$ cat config.mk
export PLATFORM = sky130hd
export DESIGN_NAME = spiob_top
export DESIGN_NICKNAME = d
export VERILOG_FILES = /design/src/spiob_pkg.sv /design/src/spiob_rate_if.sv /design/src/spiob_rate_gen.sv /design/src/spiob_top.sv
export SDC_FILE = /design/constraint.sdc
export NUM_CORES = 1
export LEC_CHECK = 0
export BUFFER_PORTS_ARGS = -buffer_cell sky130_fd_sc_hd__buf_2
export CAP_MARGIN = 25
export CORE_MARGIN = 5
export CORE_UTILIZATION = 50
export DETAILED_ROUTE_END_ITERATION = 7
export PLACE_DENSITY = 0.81
export SKIP_LAST_GASP = 1
export SYNTH_ARGS = -nofsm -noshare
export SYNTH_HDL_FRONTEND = slang
export SYNTH_SLANG_ARGS = --single-unit
$ cat constraint.sdc
create_clock -name sys_clk -period 2.26 [get_ports sys_clk]
set_clock_uncertainty 0.05 [all_clocks]
set_input_delay 0.452 -clock sys_clk [delete_from_list [all_inputs] [get_ports sys_clk]]
set_output_delay 0.452 -clock sys_clk [all_outputs]
set_load 0.005 [all_outputs]
$ cat src/spiob_pkg.sv
// spiob_pkg: register map, field positions and reset values for the spi option/rate/status block
package spiob_pkg;
	// --------------------------------------------------------------
	// register word indices (byte address = 4 * index)
	// --------------------------------------------------------------
	localparam logic [1:0] OPT_IDX = 2'h0;
	localparam logic [1:0] BR_IDX = 2'h1;
	localparam logic [1:0] STAT_IDX = 2'h2;
	localparam logic [1:0] CTL_IDX = 2'h3;
	// --------------------------------------------------------------
	// option_control fields
	// --------------------------------------------------------------
	localparam int OPT_FAULT_EN = 4;
	localparam int OPT_SHARED_OE = 3;
	localparam int OPT_WAIT_STOP = 1;
	localparam int OPT_SINGLE = 0;
	localparam logic [7:0] OPT_MASK = 8'h1b;
	localparam logic [7:0] OPT_RESET = 8'h00;
	// --------------------------------------------------------------
	// bit_rate_select fields
	// --------------------------------------------------------------
	localparam int BR_PRE_LSB = 4;
	localparam int BR_RATE_LSB = 0;
	localparam int BR_FIELD_W = 3;
	localparam logic [7:0] BR_MASK = 8'h77;
	localparam logic [7:0] BR_RESET = 8'h00;
	// --------------------------------------------------------------
	// flag_status and control_main fields
	// --------------------------------------------------------------
	localparam int STAT_READ_FULL = 7;
	localparam int STAT_TX_EMPTY = 5;
	localparam int STAT_MODE_FAULT = 4;
	localparam int CTL_ENABLE = 6;
	localparam int CTL_MASTER = 4;
	localparam int CTL_SELECT_OUTPUT_ENABLE = 1;
	localparam logic [7:0] CTL_MASK = 8'h52;
	localparam logic [7:0] CTL_RESET = 8'h00;
	// --------------------------------------------------------------
	// pin synchroniser slots
	// --------------------------------------------------------------
	localparam int PIN_SS = 0;
	localparam int PIN_MOSI = 1;
	localparam int PIN_MISO = 2;
	localparam int PIN_COUNT = 3;
endpackage

$ cat src/spiob_rate_if.sv
// spiob_rate_if: bit-rate settings and tick between the register file and the rate generator
`timescale 1ns/10ps
`default_nettype none
interface spiob_rate_if;
	logic [2:0] prescale;
	logic [2:0] rate;
	logic run;
	logic tick;
	modport gen (input prescale, input rate, input run, output tick);
	modport ctl (output prescale, output rate, output run, input tick);
endinterface // spiob_rate_if
`default_nettype wire

$ cat src/spiob_rate_gen.sv
// spiob_rate_gen: single-stage divide-by-1-to-8 prescaler and power-of-two divider for the master bit clock
`timescale 1ns/10ps
`default_nettype none
module spiob_rate_gen
	import spiob_pkg::*;
#(
	parameter int PRE_W = 3,
	parameter int RATE_W = 3
)(
	// clock and reset
	input wire logic sys_clk,
	input wire logic resetn,
	// settings and tick
	spiob_rate_if.gen rif
);
	localparam int DIV_W = 1 << RATE_W;

	generate
		if (PRE_W != $bits(rif.prescale) || RATE_W != $bits(rif.rate))
		begin : g_bad_width
			$error("spiob_rate_gen: field widths do not match the interface");
		end
	endgenerate

	logic [PRE_W-1:0] pre_cnt;
	logic [DIV_W-1:0] div_cnt;
	logic tick_q;

	// >= so a lowered setting mid-count wraps at once instead of running the full range
	wire pre_wrap = pre_cnt >= rif.prescale;
	wire [DIV_W-1:0] div_last = DIV_W'((32'd2 << rif.rate) - 32'd1);
	wire div_wrap = pre_wrap && div_cnt >= div_last;

	always_ff @(posedge sys_clk or negedge resetn)
	begin
		if (!resetn)
		begin
			pre_cnt <= '0;
			div_cnt <= '0;
			tick_q <= 1'b0;
		end
		else if (!rif.run)
		begin
			pre_cnt <= '0;
			div_cnt <= '0;
			tick_q <= 1'b0;
		end
		else
		begin
			tick_q <= div_wrap;
			pre_cnt <= pre_wrap ? '0 : pre_cnt + 1'b1;
			if (pre_wrap)
				div_cnt <= div_wrap ? '0 : div_cnt + 1'b1;
		end
	end
	assign rif.tick = tick_q;

	// --------------------------------------------------------------
	// checks
	// --------------------------------------------------------------
	logic [11:0] gap;
	logic seen;
	logic [5:0] cfg_q;
	wire cfg_chg = cfg_q != {rif.prescale, rif.rate};
	always_ff @(posedge sys_clk or negedge resetn)
	begin
		if (!resetn)
		begin
			gap <= '0;
			seen <= 1'b0;
			cfg_q <= '0;
		end
		else
		begin
			cfg_q <= {rif.prescale, rif.rate};
			gap <= (rif.tick || !rif.run || cfg_chg) ? '0 : gap + 1'b1;
			seen <= rif.run && !cfg_chg && (seen || rif.tick);
		end
	end

	a_tick_period_exact: assert property (@(posedge sys_clk) disable iff (!resetn)
		rif.tick && seen && rif.run && !cfg_chg
		|-> 32'(gap) + 32'd1 == ((32'(rif.prescale) + 32'd1) << (32'(rif.rate) + 32'd1)))
		else $error("bit tick period differs from prescale times divisor");
	a_tick_never_double: assert property (@(posedge sys_clk) disable iff (!resetn)
		rif.tick |=> !rif.tick)
		else $error("bit tick held for two cycles");
	a_halt_stops_tick: assert property (@(posedge sys_clk) disable iff (!resetn)
		!rif.run |=> !rif.tick)
		else $error("bit tick while generator halted");
endmodule // spiob_rate_gen
`default_nettype wire

$ cat src/spiob_top.sv
// spiob_top: spi option, bit-rate and status registers with pin steering and mode-fault detect
`timescale 1ns/10ps
`default_nettype none
module spiob_top
	import spiob_pkg::*;
(
	// clock and reset
	input wire logic sys_clk,
	input wire logic resetn,
	// avalon-mm slave, word addressed
	input wire logic [1:0] avs_address,
	input wire logic avs_read,
	input wire logic avs_write,
	input wire logic [31:0] avs_writedata,
	output logic [31:0] avs_readdata,
	output logic avs_waitrequest,
	// datapath side
	input wire logic tx_bit,
	input wire logic xfer_active,
	input wire logic read_buffer_full,
	input wire logic tx_buffer_empty,
	input wire logic wait_mode,
	output logic rx_bit,
	output logic bit_tick,
	output logic clock_run,
	output logic spi_enable,
	output logic master_select,
	// slave select pin
	input wire logic ss_in,
	output logic ss_out,
	output logic ss_oe,
	output logic ss_port_release,
	// master-output pin
	input wire logic mosi_in,
	output logic mosi_out,
	output logic mosi_oe,
	output logic mosi_port_release,
	// slave-output pin
	input wire logic miso_in,
	output logic miso_out,
	output logic miso_oe,
	output logic miso_port_release
);
	logic [7:0] option_control;
	logic [7:0] bit_rate_select;
	logic [7:0] control_main;
	logic mode_fault_flag;
	logic fault_armed;
	logic ack;
	logic [PIN_COUNT-1:0] s1, s2, s3, lvl;

	// --------------------------------------------------------------
	// pin synchronisers
	// --------------------------------------------------------------
	wire [PIN_COUNT-1:0] pin_raw = {miso_in, mosi_in, ss_in};
	genvar gi;
	generate
		for (gi = 0; gi < PIN_COUNT; gi++)
		begin : g_sync
			always_ff @(posedge sys_clk or negedge resetn)
			begin
				if (!resetn)
				begin
					s1[gi] <= 1'b1;
					s2[gi] <= 1'b1;
					s3[gi] <= 1'b1;
					lvl[gi] <= 1'b1;
				end
				else
				begin
					s1[gi] <= pin_raw[gi];
					s2[gi] <= s1[gi];
					s3[gi] <= s2[gi];
					// a change only counts once two stages agree
					if (s2[gi] == s3[gi])
						lvl[gi] <= s3[gi];
				end
			end
		end
	endgenerate

	// --------------------------------------------------------------
	// bus decode
	// --------------------------------------------------------------
	wire req = avs_read || avs_write;
	assign avs_waitrequest = req && !ack;
	wire done = req && ack;
	wire wr_done = done && avs_write;
	wire wr_opt = wr_done && avs_address == OPT_IDX;
	wire wr_br = wr_done && avs_address == BR_IDX;
	wire wr_ctl = wr_done && avs_address == CTL_IDX;
	wire rd_stat = done && avs_read && avs_address == STAT_IDX;

	wire [7:0] stat_rd = {read_buffer_full, 1'b0, tx_buffer_empty, mode_fault_flag, 4'h0};
	wire [7:0] rd_sel =
		(avs_address == OPT_IDX) ? (option_control & OPT_MASK) :
		(avs_address == BR_IDX) ? (bit_rate_select & BR_MASK) :
		(avs_address == STAT_IDX) ? stat_rd :
		(control_main & CTL_MASK);

	always_ff @(posedge sys_clk or negedge resetn)
	begin
		if (!resetn)
		begin
			ack <= 1'b0;
			avs_readdata <= 32'h0;
		end
		else
		begin
			ack <= req && !ack;
			if (avs_read && !ack)
				avs_readdata <= {24'h0, rd_sel};
		end
	end

	// --------------------------------------------------------------
	// registers
	// --------------------------------------------------------------
	// a flag_status write lands nowhere: no enable decodes it
	always_ff @(posedge sys_clk or negedge resetn)
	begin
		if (!resetn)
		begin
			option_control <= OPT_RESET;
			bit_rate_select <= BR_RESET;
			control_main <= CTL_RESET;
		end
		else
		begin
			if (wr_opt)
				option_control <= avs_writedata[7:0] & OPT_MASK;
			if (wr_br)
				bit_rate_select <= avs_writedata[7:0] & BR_MASK;
			if (wr_ctl)
				control_main <= avs_writedata[7:0] & CTL_MASK;
		end
	end

	wire fault_en = option_control[OPT_FAULT_EN];
	wire shared_oe = option_control[OPT_SHARED_OE];
	wire wait_stop = option_control[OPT_WAIT_STOP];
	wire single = option_control[OPT_SINGLE];
	wire en = control_main[CTL_ENABLE];
	wire master = control_main[CTL_MASTER];
	wire select_output_enable = control_main[CTL_SELECT_OUTPUT_ENABLE];
	assign spi_enable = en;
	assign master_select = master;

	// --------------------------------------------------------------
	// mode fault
	// --------------------------------------------------------------
	wire fault_sense = en && master && fault_en && !select_output_enable;
	wire fault_event = fault_sense && !lvl[PIN_SS];
	// clear needs a status read that saw the flag, then a control write; a new fault wins
	wire next_mode_fault = fault_event || (mode_fault_flag && !(fault_armed && wr_ctl));
	always_ff @(posedge sys_clk or negedge resetn)
	begin
		if (!resetn)
		begin
			mode_fault_flag <= 1'b0;
			fault_armed <= 1'b0;
		end
		else
		begin
			mode_fault_flag <= next_mode_fault;
			fault_armed <= wr_ctl ? 1'b0 : (fault_armed || (rd_stat && mode_fault_flag));
		end
	end

	// --------------------------------------------------------------
	// pin steering
	// --------------------------------------------------------------
	wire next_ss_rel = !en || (master && !fault_en);
	wire next_ss_oe = en && master && fault_en && select_output_enable;
	// in single-wire mode the direction bit is the only driver control
	wire next_mosi_oe = en && master && (!single || shared_oe);
	wire next_mosi_rel = !en || (!master && single);
	wire slave_sel = !lvl[PIN_SS];
	wire next_miso_oe = en && !master && (single ? shared_oe : slave_sel);
	wire next_miso_rel = !en || (master && single);
	wire next_rx = (master != single) ? lvl[PIN_MISO] : lvl[PIN_MOSI];

	always_ff @(posedge sys_clk or negedge resetn)
	begin
		if (!resetn)
		begin
			ss_out <= 1'b1;
			ss_oe <= 1'b0;
			ss_port_release <= 1'b1;
			mosi_out <= 1'b0;
			mosi_oe <= 1'b0;
			mosi_port_release <= 1'b1;
			miso_out <= 1'b0;
			miso_oe <= 1'b0;
			miso_port_release <= 1'b1;
			rx_bit <= 1'b0;
		end
		else
		begin
			ss_out <= !xfer_active;
			ss_oe <= next_ss_oe;
			ss_port_release <= next_ss_rel;
			mosi_out <= tx_bit;
			mosi_oe <= next_mosi_oe;
			mosi_port_release <= next_mosi_rel;
			miso_out <= tx_bit;
			miso_oe <= next_miso_oe;
			miso_port_release <= next_miso_rel;
			rx_bit <= next_rx;
		end
	end

	// --------------------------------------------------------------
	// bit-rate generator and wait gating
	// --------------------------------------------------------------
	// halting the divider is the only clock this block owns; the datapath gates on clock_run
	assign clock_run = !(wait_mode && wait_stop);
	spiob_rate_if rif ();
	assign rif.prescale = bit_rate_select[BR_PRE_LSB +: BR_FIELD_W];
	assign rif.rate = bit_rate_select[BR_RATE_LSB +: BR_FIELD_W];
	assign rif.run = en && master && clock_run;
	assign bit_tick = rif.tick;
	spiob_rate_gen #(.PRE_W(BR_FIELD_W), .RATE_W(BR_FIELD_W)) u_rate (
		.sys_clk(sys_clk),
		.resetn(resetn),
		.rif(rif.gen)
	);

	// --------------------------------------------------------------
	// checks
	// --------------------------------------------------------------
	a_opt_reserved_zero: assert property (@(posedge sys_clk) disable iff (!resetn)
		avs_read && !ack && avs_address == OPT_IDX |=> avs_readdata[7:5] == 3'h0 && !avs_readdata[2])
		else $error("reserved option bits read non-zero");
	a_stat_reserved_zero: assert property (@(posedge sys_clk) disable iff (!resetn)
		avs_read && !ack && avs_address == STAT_IDX
		|=> !avs_readdata[6] && avs_readdata[3:0] == 4'h0 && avs_readdata[4] == $past(mode_fault_flag))
		else $error("status read wrong");
	a_slave_select_input: assert property (@(posedge sys_clk) disable iff (!resetn)
		en && !master |=> !ss_oe && !ss_port_release)
		else $error("slave select pin not kept as input in slave mode");
	a_master_ss_release: assert property (@(posedge sys_clk) disable iff (!resetn)
		en && master && !fault_en |-> !fault_event ##1 (ss_port_release && !ss_oe))
		else $error("select pin not released with fault function off");
	a_master_ss_drive: assert property (@(posedge sys_clk) disable iff (!resetn)
		en && master && fault_en |=> !ss_port_release && ss_oe == $past(select_output_enable))
		else $error("select pin direction wrong with fault function on");
	a_fault_sets_flag: assert property (@(posedge sys_clk) disable iff (!resetn)
		fault_sense && !lvl[PIN_SS] |=> mode_fault_flag)
		else $error("mode fault not flagged");
	a_shared_pin_dir: assert property (@(posedge sys_clk) disable iff (!resetn)
		en && single |=> ($past(master) ? mosi_oe : miso_oe) == $past(shared_oe)
		&& ($past(master) ? miso_port_release : mosi_port_release))
		else $error("shared pin driver does not follow direction bit");
	a_dir_bit_ignored: assert property (@(posedge sys_clk) disable iff (!resetn)
		en && master && !single |=> mosi_oe && !miso_oe && !mosi_port_release)
		else $error("two-wire master pins wrong");
	a_bitrate_write: assert property (@(posedge sys_clk) disable iff (!resetn)
		wr_br |=> bit_rate_select == ($past(avs_writedata[7:0]) & BR_MASK))
		else $error("bit-rate write lost");
	a_status_write_ignored: assert property (@(posedge sys_clk) disable iff (!resetn)
		wr_done && avs_address == STAT_IDX && !fault_event && !(fault_armed && wr_ctl)
		|=> mode_fault_flag == $past(mode_fault_flag) && $stable(control_main) && $stable(option_control))
		else $error("status write had an effect");
	a_wait_halts_clock: assert property (@(posedge sys_clk) disable iff (!resetn)
		wait_mode && wait_stop |-> !clock_run ##1 !bit_tick)
		else $error("clocks run in wait mode with wait stop set");
	a_wait_keeps_clock: assert property (@(posedge sys_clk) disable iff (!resetn)
		!wait_stop |-> clock_run)
		else $error("clocks halted with wait stop clear");
	a_bus_one_wait: assert property (@(posedge sys_clk) disable iff (!resetn)
		req && !ack |-> avs_waitrequest ##1 !avs_waitrequest)
		else $error("bus access not answered after one wait cycle");
	a_fault_clear_seq: assert property (@(posedge sys_clk) disable iff (!resetn)
		mode_fault_flag && fault_armed && wr_ctl && !fault_event |=> !mode_fault_flag)
		else $error("mode fault not cleared by armed control write");
	a_fault_needs_sense: assert property (@(posedge sys_clk) disable iff (!resetn)
		!fault_sense && !mode_fault_flag |=> !mode_fault_flag)
		else $error("mode fault raised without fault sensing");
	a_slave_two_wire: assert property (@(posedge sys_clk) disable iff (!resetn)
		en && !master && !single |=> miso_oe == $past(slave_sel) && !mosi_oe && !miso_port_release)
		else $error("two-wire slave pins wrong");
	a_rx_shared_pin: assert property (@(posedge sys_clk) disable iff (!resetn)
		en && single |=> rx_bit == $past(master ? lvl[PIN_MOSI] : lvl[PIN_MISO]))
		else $error("single-wire receive not taken from the shared pin");
	a_stat_flags_live: assert property (@(posedge sys_clk) disable iff (!resetn)
		avs_read && !ack && avs_address == STAT_IDX
		|=> avs_readdata[7] == $past(read_buffer_full) && avs_readdata[5] == $past(tx_buffer_empty))
		else $error("status flags read wrong");
endmodule // spiob_top
`default_nettype wire

==> results of run 1 <==
-- where the power goes --
group | internal, mW | switching [mW]
logic | 0.304 | 0.286
clock network | 0.680 | 0.378
registers | 1.22 | 0.151
-- critical path: stages (launching register included) --
cell and delay (ns):
dfrtp_1 0.49, nand3_1 0.12, ha_1 0.30, nand2_1 0.09, nor2_2 0.20, a211oi_4 0.09
buf_4 0.17, and3b_2 0.19, a221o_1 0.26
-- cell usage after synthesis, drive strengths merged, types with 2 or more instances --
library cell and instances:
dfrtp 41, buf 28, nand2 22, mux2 17, dfstp 16, ha 14
nor2 13, o21ai 13, inv 8, a21oi 7, a22o 6, a21o 5
nand3 5, nor2b 5, and2 3, clkbuf 3, maj3 3, nand4 3
nor3 3, a22oi 2, o31ai 2, or2 2, or2b 2
-- stage by stage --
stage	util	hold slack, ns
floorplan	-	0.1064
global placement	0.5414	0.2957
detailed placement	0.5414	0.2975
CTS	0.5829	0.1447
global route	0.5843	0.1394
finish	0.5843	0.1619
-- kinds of logic after synthesis --
kind of cell             Yosys count
AO/OA/AOI/OAI                     38
XOR/XNOR                           1
adder cells (fa/ha/maj)           17
buffers and inverters             39
flip-flops                        57
multiplexers                      19
other                              1
AND/OR/NAND/NOR                   64
-- worst max path at each step --
stage          depth (start not counted)  slack (ns)                       endpoint                      startpoint
3_3_place_gp                           8        0.17  u_rate.div_cnt[2]$_DFFE_PN0P_  bit_rate_select[2]$_DFFE_PN0P_
4_1_cts                                8         0.1  u_rate.div_cnt[2]$_DFFE_PN0P_  bit_rate_select[2]$_DFFE_PN0P_
6_report                               8        0.18  u_rate.div_cnt[2]$_DFFE_PN0P_  bit_rate_select[2]$_DFFE_PN0P_
5_1_grt                                8        0.05  u_rate.div_cnt[2]$_DFFE_PN0P_  bit_rate_select[2]$_DFFE_PN0P_
2_1_floorplan                          9        0.21  u_rate.div_cnt[2]$_DFFE_PN0P_  bit_rate_select[2]$_DFFE_PN0P_
3_5_place_dp                           8        0.13  u_rate.div_cnt[2]$_DFFE_PN0P_  bit_rate_select[2]$_DFFE_PN0P_
-- final cells by class --
cell class	count	area share
inverters	8	0.009509
multi-input cells	163	0.3601
clock inverters	3	0.02060
well taps	72	0.02853
clock buffers	13	0.05032
flip-flops and latches	57	0.4580
repair buffers	45	0.07290
-- flip-flops by register name, indices dropped and copies added (netlist names), 3 cells and up --
signal / flops
lvl: 3
s1: 3
u_rate.div_cnt: 8
s2: 3
option_control: 4
s3: 3
bit_rate_select: 6
avs_readdata: 8
u_rate.pre_cnt: 3
control_main: 3
-- layer usage --
layer,GRT usage,vias to the layer above,routed length (um)
met4,0.08626,0,111
met3,0.05232,11,329
met5,0,-,0
met2,0.2317,53,2360
met1,0.1669,858,1982
li1,-,859,-
-- what timing repair did --
action                                  in CTS  in global routing
endpoints found under the setup margin       0                  2
gates resized for setup                      0                  3
buffers inserted                             0                  0
==> summary.log, run 1 <==
qor: logic_synthesis.number_of_synthesized_flops_with_an_enable_pin 0
qor: drt.drt_total_wl 4784 um
qor: grt.grt_start_max_net_pins 58
qor: clocking.clk_latency 0.33 ns
qor: worst_setup_path.worstReg2RegStart bit_rate_select[2]$_DFFE_PN0P_
qor: layout.instances_no_fill 361
qor: logic_synthesis.synth_area_leaders dfrtp_1 37%, dfstp_2 15%, mux2_2 7.0%
qor: drt.number_of_detailed_route_iterations_in_the_first_pass 4
qor: drt.drt_first_iter_violations 71
qor: layout.drive_gt1_frac 0.3737
qor: clocking.clock-root-buffer clkbuf_8
qor: grt.number_of_antenna_violations_at_the_first_check_in_global_routing 0
qor: timing.finalCritPeriodShare 0.9207
qor: drt.avgViaCountPerCell 4.934
qor: logic_synthesis.synth.mux.area_fraction 0.08174
qor: logic_synthesis.yosys.area_share.xor_xnor 0.003196
qor: worst_setup_path.depth_of_the_worst_register_to_register_path 8
qor: timing.tightest_slew 0.6905 ns
qor: timing.grt_setup_unrepaired false
qor: worst_setup_path.critical_path.endpoint_type flip-flop
qor: worst_setup_path.worst_r2r_endpoint u_rate.div_cnt[2]$_DFFE_PN0P_
qor: place.pre_cts_ws 0.1262 ns
qor: timing.timing.final.max_slew_violations 0
qor: worst_setup_path.worstPathMaxFanout 9
qor: logic_synthesis.synth_largest_type_area_fraction 0.3744
qor: worst_setup_path.worst-r2r-setup-slack 0.18 ns
qor: clocking.ctsHoldBuffers 0
qor: place.placed_area 0.002927 mm^2
qor: place.hpwl 3551 um
qor: worst_setup_path.worst-setup-path-type flip-flop to flip-flop
qor: logic_synthesis.ys_dominant_reg_cell dfrtp_1
qor: layout.design.final.nets 344
qor: floorplanning.core.rowCount 27
qor: clocking.htree_levels 3
qor: worst_setup_path.crit_arrival 2.24 ns
qor: logic_synthesis.netlist_area 0.002740 mm^2
qor: worst_hold_path.hold_path_class input port to flip-flop
qor: logic_synthesis.proportion_of_register_bits_with_asynchronous_set_or_reset_after_synthesis 1.000
qor: logic_synthesis.compound_cell_area_share_of_the_yosys_netlist 0.09863
qor: layout.n_fill_cell 474
qor: logic_synthesis.synth.largest_area_cell dfrtp_1
qor: floorplanning.pin_count 93
qor: drt.final_antenna_net_count 0
qor: clocking.tritoncts.num_buffers 9
qor: layout.layout-area-overhead-vs-synth 15.25%
qor: drt.via_count 1,781
qor: logic_synthesis.synth_area_per_cell 11.61 um^2
qor: timing.finalSetupViolCount 0
qor: timing.timing.final.crit_period 2.081 ns
qor: clocking.tritoncts built
qor: timing.clock.fmax 480.6 MHz
qor: place.placed_cells 345
qor: floorplanning.design.core.area 0.005405 mm^2
qor: floorplanning.floorplan.initialDensity 0.5069
qor: drt.routedWlPerCell 13.25 um
qor: layout.register_area 0.001446 mm^2
qor: floorplanning.floorplan.die_area 0.007061 mm^2
qor: layout.leading_cell_type_in_the_layout_fill_and_taps_excluded buf_2
qor: pwr.max-vdd-ir-drop 0.3691 mV
qor: logic_synthesis.synthesis.yosys.warnings 0
qor: floorplanning.die_width 84.03 um
qor: run_status.outcome complete, no violations
qor: grt.grt_util_all_layers 0.1455
qor: timing.fin_ws 0.1792 ns
qor: timing.tns 0 ns
qor: place.globalplace.congestion 0.8253
qor: worst_setup_path.critical_path.startpoint_type flip-flop
qor: pwr.power.total 3.017 mW
qor: place.portBuffers 43
qor: timing.finalHoldViolCount 0
qor: clocking.cts.path.max_buffers 2
qor: grt.grt_overflow 0
qor: logic_synthesis.yosys.area_share.simple 0.1210
qor: pwr.power.leakage 1.564 nW
qor: worst_hold_path.whs_path_depth 1
qor: logic_synthesis.largest_family_of_logic_cells_by_synthesized_area simple AND/OR/NAND/NOR gates
qor: flow_run.max_cap_viol_count 0
qor: drt.drc_errors 0
qor: logic_synthesis.synth_seq_area_share 0.5279
qor: layout.final_cell_mix 43 x buf_2, 41 x dfrtp_1, 24 x conb_1
qor: layout.antenna-diode-count 0
qor: clocking.clock_pin_slew_of_the_registers_on_the_worst_case_setup_and_hold_paths 0.06 ns
qor: worst_setup_path.cp.required 2.42 ns
qor: logic_synthesis.synth-seq-cells 57
qor: worst_hold_path.hold_critical_path_endpoint s1[2]$_DFF_PN1_
qor: logic_synthesis.synth_fa_ha_area_frac 0.07489
qor: floorplanning.die_height 84.03 um
qor: clocking.tritoncts_num_sinks 57
qor: worst_hold_path.holdCritStartpoint miso_in
qor: layout.final_area 0.003158 mm^2
qor: timing.timing.slew.headroom 0.5396
qor: layout.area_of_the_multi_input_gates 0.001137 mm^2
qor: grt.first_global_vias 1,781
qor: pwr.cellPowerDensity 955.4 mW/mm^2
qor: logic_synthesis.postSynthCellCount 236
qor: grt.global_route_wire_length_before_repair 8038 um
qor: logic_synthesis.synth.distinct_cells 44
Power figures use the tool's default switching activity.
==> run 2, diff against run 1 <==
clock period = 2.3 ns   (was 2.26 ns; I/O delays follow)
==> summary.log, run 2 (synthesis gave the netlist of run 1 again) <==
qor: clocking.clock-root-buffer clkbuf_8
qor: floorplanning.die_width 84.03 um
qor: clocking.post_cts.repair.setup_buffers 0
qor: clocking.cts.repair.resized 0
qor: pwr.clock_network_fraction_of_design_power 0.351
qor: grt.number_of_antenna_violations_at_the_first_check_in_global_routing 0
qor: layout.layout_top_registers avs_readdata: 8 flops, u_rate.div_cnt: 8 flops, bit_rate_select: 6 flops
qor: pwr.power.leakage 1.561 nW
qor: grt.first_global_vias 1,781
qor: worst_setup_path.worst-setup-path-type flip-flop to flip-flop
qor: worst_hold_path.hold_path_class input port to flip-flop
qor: timing.tightest_slew 0.6898 ns
qor: clocking.clock_pin_slew_of_the_registers_on_the_worst_case_setup_and_hold_paths 0.06 ns
qor: drt.via_count 1,787
qor: timing.finalHoldViolCount 0
qor: drt.drt_first_iter_violations 73
qor: drt.number_of_detailed_route_iterations_in_the_first_pass 4
qor: timing.clock.fmax 467.0 MHz
qor: worst_setup_path.worstPathMaxFanout 9
qor: pwr.power.internal 2.161 mW
qor: place.placed_cells 345
qor: floorplanning.die_height 84.03 um
qor: worst_setup_path.critical_path_s_top_delay_family compound AO/OA/AOI/OAI gates
qor: floorplanning.floorplan.die_area 0.007061 mm^2
qor: timing.grt_setup_unrepaired false
qor: worst_setup_path.crit_arrival 2.30 ns
qor: layout.design.final.nets 344
qor: flow_run.max_cap_viol_count 0
qor: pwr.p_sw_frac 0.2696
qor: layout.finish.utilization 0.5829
qor: run_status.outcome complete, no violations
qor: worst_setup_path.crit_slowest_cell dfrtp_1
qor: layout.leading_cell_type_in_the_layout_fill_and_taps_excluded buf_2
qor: timing.timing.final.max_slew_violations 0
qor: layout.layout-area-overhead-vs-synth 14.98%
qor: clocking.tritoncts_num_sinks 57
qor: grt.grt_start_max_net_pins 58
qor: clocking.tritoncts built
qor: timing.finalSetupViolCount 0
qor: timing.finalCritPeriodShare 0.9309
qor: drt.avgViaCountPerCell 4.950
qor: worst_setup_path.critical_path.cell_chain o21ai_0 -> ha_1 -> a21oi_1 -> o21ai_1 -> a211oi_4 -> buf_4 -> and3b_2 -> a221o_1
qor: clocking.clk_latency 0.33 ns
qor: layout.drive_gt1_frac 0.3633
qor: clocking.htree_levels 3
qor: worst_setup_path.critical_path.endpoint_type flip-flop
qor: pwr.power.share.combinational 0.194
qor: floorplanning.floorplan.initialDensity 0.5069
qor: timing.tns 0 ns
qor: worst_setup_path.cp.required 2.46 ns
qor: layout.instances_no_fill 361
qor: clocking.ctsHoldBuffers 0
qor: timing.timing.final.crit_period 2.141 ns
qor: pwr.power.total 2.959 mW
qor: clocking.tritoncts.num_buffers 9
qor: place.portBuffers 43
qor: place.hpwl 3551 um
qor: worst_setup_path.path_buf_inv 1
qor: floorplanning.design.core.area 0.005405 mm^2
qor: timing.timing.slew.headroom 0.5401
qor: grt.grt_overflow 0
qor: clocking.cts.path.max_buffers 2
qor: layout.final_cell_mix 43 x buf_2, 41 x dfrtp_1, 24 x conb_1
qor: pwr.p_sw 797.8 uW
qor: floorplanning.pin_count 93
qor: grt.global_route_wire_length_before_repair 8038 um
qor: grt.grt_util_all_layers 0.1455
qor: worst_setup_path.cpPeakStageDelay 0.49 ns
qor: pwr.seq_power_share 0.455
qor: pwr.max-vdd-ir-drop 0.3576 mV
qor: worst_setup_path.critical_path.startpoint_type flip-flop
qor: drt.final_antenna_net_count 0
qor: drt.drc_errors 0
qor: layout.antenna-diode-count 0
qor: place.pre_cts_ws 0.1662 ns
qor: drt.routedWlPerCell 13.27 um
qor: drt.drt_total_wl 4790 um
qor: place.globalplace.congestion 0.8252
qor: pwr.cellPowerDensity 939.3 mW/mm^2
qor: floorplanning.core.rowCount 27
qor: timing.fin_ws 0.1589 ns
run 2: changes by cell type in the layout (fill, tap and decap cells not counted):
cell and change:
and2_1 +1, and2_2 -1, nor2_1 +1, nor2_2 -1
o21ai_1 +1, o21ai_2 -1
run 2: worst paths after layout:
check | end | startpoint | slack (ns) | cells past startpoint
setup / recovery | u_rate.div_cnt[2]$_DFFE_PN0P_ | bit_rate_select[2]$_DFFE_PN0P_ | 0.16 | 8
hold / removal | s1[2]$_DFF_PN1_ | miso_in | 0.17 | 1
hold reg to reg | s2[1]$_DFF_PN1_ | s1[1]$_DFF_PN1_ | 0.31 | 0
max in group asynchronous | u_rate.div_cnt[6]$_DFFE_PN0P_ | resetn | 1.53 | 2
min in group asynchronous | fault_armed$_DFF_PN0_ | resetn | 0.20 | 2
setup reg to reg | u_rate.div_cnt[2]$_DFFE_PN0P_ | bit_rate_select[2]$_DFFE_PN0P_ | 0.16 | 8
run 2: worst reg2reg max path, delay by kind of cell, from the launching register on:
| family | cells | cell delay (ns) |
|---|---|---|
| flops | 1 | 0.49 |
| buf+inv | 1 | 0.17 |
| compound gates | 5 | 0.82 |
| fa+ha+maj | 1 | 0.32 |
| simple gates | 1 | 0.19 |
run 2: area by class of cell:
class / instances / area, um^2
Clock buffer: 13 / 158.9
Clock inverter: 3 / 65.06
Inverter: 8 / 30.03
Tap cell: 72 / 90.09
Timing Repair Buffer: 45 / 230.2
Sequential cell: 57 / 1446
Fill cell: 477 / 2255
Multi-Input combinational cell: 163 / 1130
run 2: per-layer routing:
| metal | global-route usage | vias to the layer above | share of wire |
|---|---|---|---|
| li1 | - | 858 | - |
| met1 | 0.1669 | 865 | 0.42 |
| met2 | 0.2317 | 52 | 0.49 |
| met3 | 0.05232 | 12 | 0.067 |
| met4 | 0.08626 | 0 | 0.024 |
| met5 | 0 | - | 0 |
run 2: power groups by stage:
stage,clock [mW],combinational [mW],sequential (mW)
after global placement,0,0.559,1.36
after CTS,1.07,0.585,1.35
after global routing,1.12,0.659,1.37
final,1.04,0.574,1.35
after floorplan,0,0.424,1.33
after detailed placement,0,0.580,1.36
run 2: stage by stage:
stage / hold WS [ns] / area, um^2
after floorplan: 0.1144 / 2826
after global placement: 0.2957 / 2927
after detailed placement: 0.2975 / 2927
after CTS: 0.1527 / 3151
after global routing: 0.1474 / 3151
final: 0.1719 / 3151
==> run 3, diff against run 2 <==
CORE_UTILIZATION = 56   (was 50)
CTS_BUF_LIST = sky130_fd_sc_hd__clkbuf_2   (was default)
PLACE_DENSITY = 0.89   (was 0.81)
clock period = 2.5 ns   (was 2.3 ns; I/O delays follow)
==> summary.log, run 3 (synthesis gave the netlist of run 1 again) <==
qor: timing.tns 0 ns
qor: clocking.cts.path.max_buffers 2
qor: layout.layout_top_registers avs_readdata: 8 flops, u_rate.div_cnt: 8 flops, bit_rate_select: 6 flops
qor: pwr.p_sw 724.0 uW
qor: floorplanning.design.core.area 0.004723 mm^2
qor: drt.number_of_detailed_route_iterations_in_the_first_pass 4
qor: pwr.power.leakage 1.534 nW
qor: place.hpwl 3437 um
qor: worst_setup_path.crit_arrival 2.66 ns
qor: timing.finalCritPeriodShare 0.9203
qor: grt.grt_util_all_layers 0.1575
qor: drt.avgViaCountPerCell 4.955
qor: layout.antenna-diode-count 0
qor: flow_run.max_cap_viol_count 0
qor: floorplanning.die_height 79.95 um
qor: run_status.outcome complete, no violations
qor: layout.drive_gt1_frac 0.3621
qor: layout.finish.utilization 0.6490
qor: clocking.clk_latency 0.47 ns
qor: pwr.cellPowerDensity 790.4 mW/mm^2
qor: layout.n_fill_cell 375
qor: worst_hold_path.whs_path_depth 2
qor: timing.timing.slew.headroom 0.5501
qor: layout.final_cell_mix 43 x buf_2, 41 x dfrtp_1, 24 x conb_1
qor: timing.finalSetupViolCount 0
qor: clocking.clock_pin_slew_of_the_registers_on_the_worst_case_setup_and_hold_paths 0.16 ns
qor: timing.clock.fmax 434.6 MHz
qor: clocking.clock-root-buffer clkbuf_2
qor: clocking.tritoncts_num_sinks 57
qor: clocking.htree_levels 3
qor: timing.grt_setup_unrepaired false
qor: timing.finalHoldWorstSlack 0.06210 ns
qor: clocking.tritoncts built
qor: place.portBuffers 43
qor: worst_setup_path.cp.required 2.86 ns
qor: pwr.max-vdd-ir-drop 0.5130 mV
qor: worst_hold_path.hold_critical_path_endpoint ss_out$_DFF_PN1_
qor: timing.finalHoldViolCount 0
qor: drt.drc_errors 0
qor: pwr.clock_network_fraction_of_design_power 0.274
qor: floorplanning.core.rowCount 25
qor: worst_setup_path.worst-r2r-setup-slack 0.20 ns
qor: drt.via_count 1,769
qor: grt.grt_overflow 0
qor: pwr.power.internal 1.699 mW
qor: grt.grt_start_max_net_pins 58
qor: worst_hold_path.hold_path_class input port to flip-flop
qor: timing.timing.final.max_slew_violations 0
qor: drt.final_antenna_net_count 0
qor: worst_setup_path.worst-setup-path-type flip-flop to flip-flop
qor: pwr.power.share.combinational 0.217
qor: pwr.seq_power_share 0.509
qor: drt.drt_total_wl 4641 um
qor: timing.timing.final.crit_period 2.301 ns
qor: worst_setup_path.critical_path.endpoint_type flip-flop
qor: grt.first_global_vias 1,668
qor: layout.layout-area-overhead-vs-synth 11.87%
qor: place.placed_cells 339
qor: worst_setup_path.critical_path.startpoint_type flip-flop
qor: layout.leading_cell_type_in_the_layout_fill_and_taps_excluded buf_2
qor: grt.number_of_antenna_violations_at_the_first_check_in_global_routing 0
qor: pwr.power.total 2.423 mW
qor: floorplanning.die_width 79.95 um
qor: drt.drt_first_iter_violations 34
qor: grt.global_route_wire_length_before_repair 7638 um
qor: worst_setup_path.worst_r2r_endpoint u_rate.div_cnt[0]$_DFFE_PN0P_
qor: drt.routedWlPerCell 13.00 um
qor: place.globalplace.congestion 0.9266
qor: worst_setup_path.worstReg2RegStart bit_rate_select[1]$_DFFE_PN0P_
qor: layout.design.final.nets 345
qor: layout.instances_no_fill 357
qor: pwr.p_sw_frac 0.2988
qor: timing.tightest_slew 0.6749 ns
qor: worst_setup_path.depth_of_the_worst_register_to_register_path 7
qor: worst_setup_path.worstPathMaxFanout 8
qor: floorplanning.floorplan.initialDensity 0.5801
qor: clocking.tritoncts.num_buffers 9
qor: floorplanning.floorplan.die_area 0.006392 mm^2
qor: worst_hold_path.holdCritStartpoint xfer_active
qor: floorplanning.pin_count 93
qor: clocking.cts.repair.resized 0
-- run 3: cell types whose count changed in the layout (fill, tap and decap cells not counted), sizes merged --
| cell | delta |
|---|---|
| buf | -1 |
| dlygate4sd3 | +2 |
| clkinv | +3 |
| clkbuf | -3 |
-- run 3: how the worst max path moves through the flow --
stage          cells after the start                            end  slack (ns)                            from
6_report                           7  u_rate.div_cnt[0]$_DFFE_PN0P_        0.20  bit_rate_select[1]$_DFFE_PN0P_
5_1_grt                            7  u_rate.div_cnt[0]$_DFFE_PN0P_        0.07  bit_rate_select[1]$_DFFE_PN0P_
4_1_cts                            7  u_rate.div_cnt[0]$_DFFE_PN0P_        0.23  bit_rate_select[1]$_DFFE_PN0P_
3_5_place_dp                       7  u_rate.div_cnt[0]$_DFFE_PN0P_        0.28  bit_rate_select[2]$_DFFE_PN0P_
3_3_place_gp                       7  u_rate.div_cnt[0]$_DFFE_PN0P_        0.29  bit_rate_select[2]$_DFFE_PN0P_
2_1_floorplan                      9  u_rate.div_cnt[2]$_DFFE_PN0P_        0.45  bit_rate_select[2]$_DFFE_PN0P_
-- run 3: per-layer routing --
layer,vias to the layer above,wire length [um],global-route usage
met1,842,2037,0.1922
met3,10,283,0.04176
met5,-,0,0
li1,863,-,-
met4,0,97,0.08108
met2,54,2222,0.2550
-- run 3: cell type report --
class / count / area, um^2 / share of cell area
clock inverter: 6 / 82.58 / 0.02694
multi-input combinational: 163 / 1130 / 0.3686
sequential: 57 / 1446 / 0.4718
tap: 67 / 83.83 / 0.02735
inverter: 8 / 30.03 / 0.009796
clock buffer: 10 / 50.05 / 0.01633
timing repair buffer: 46 / 242.7 / 0.07918
-- run 3: critical path: stages (launching register included) --
cell and delay (ns):
dfrtp_1 0.48, nor3_1 0.25, ha_1 0.27, a21oi_1 0.16
o21ai_2 0.09, a211oi_4 0.37, and2_1 0.36, mux2_2 0.21
-- run 3: power groups by stage --
| stage | logic, mW | clock network [mW] | registers (mW) |
|---|---|---|---|
| 3_5_place_dp | 0.529 | 0 | 1.25 |
| 4_1_cts | 0.532 | 0.686 | 1.23 |
| 3_3_place_gp | 0.509 | 0 | 1.24 |
| 5_1_grt | 0.600 | 0.728 | 1.26 |
| 6_report | 0.526 | 0.664 | 1.23 |
| 2_1_floorplan | 0.390 | 0 | 1.22 |
-- run 3: what timing repair did --
action                    CTS  global route
hold buffers                0             2
setup buffers               0             0
hold endpoints to repair    0             2
-- run 3: per-stage QoR --
step | cell area [um^2] | setup WS (ns)
final | 3065 | 0.1993
after global routing | 3065 | 0.06827
after detailed placement | 2913 | 0.2800
after global placement | 2913 | 0.2907
after floorplan | 2826 | 0.4517
after CTS | 3045 | 0.2310
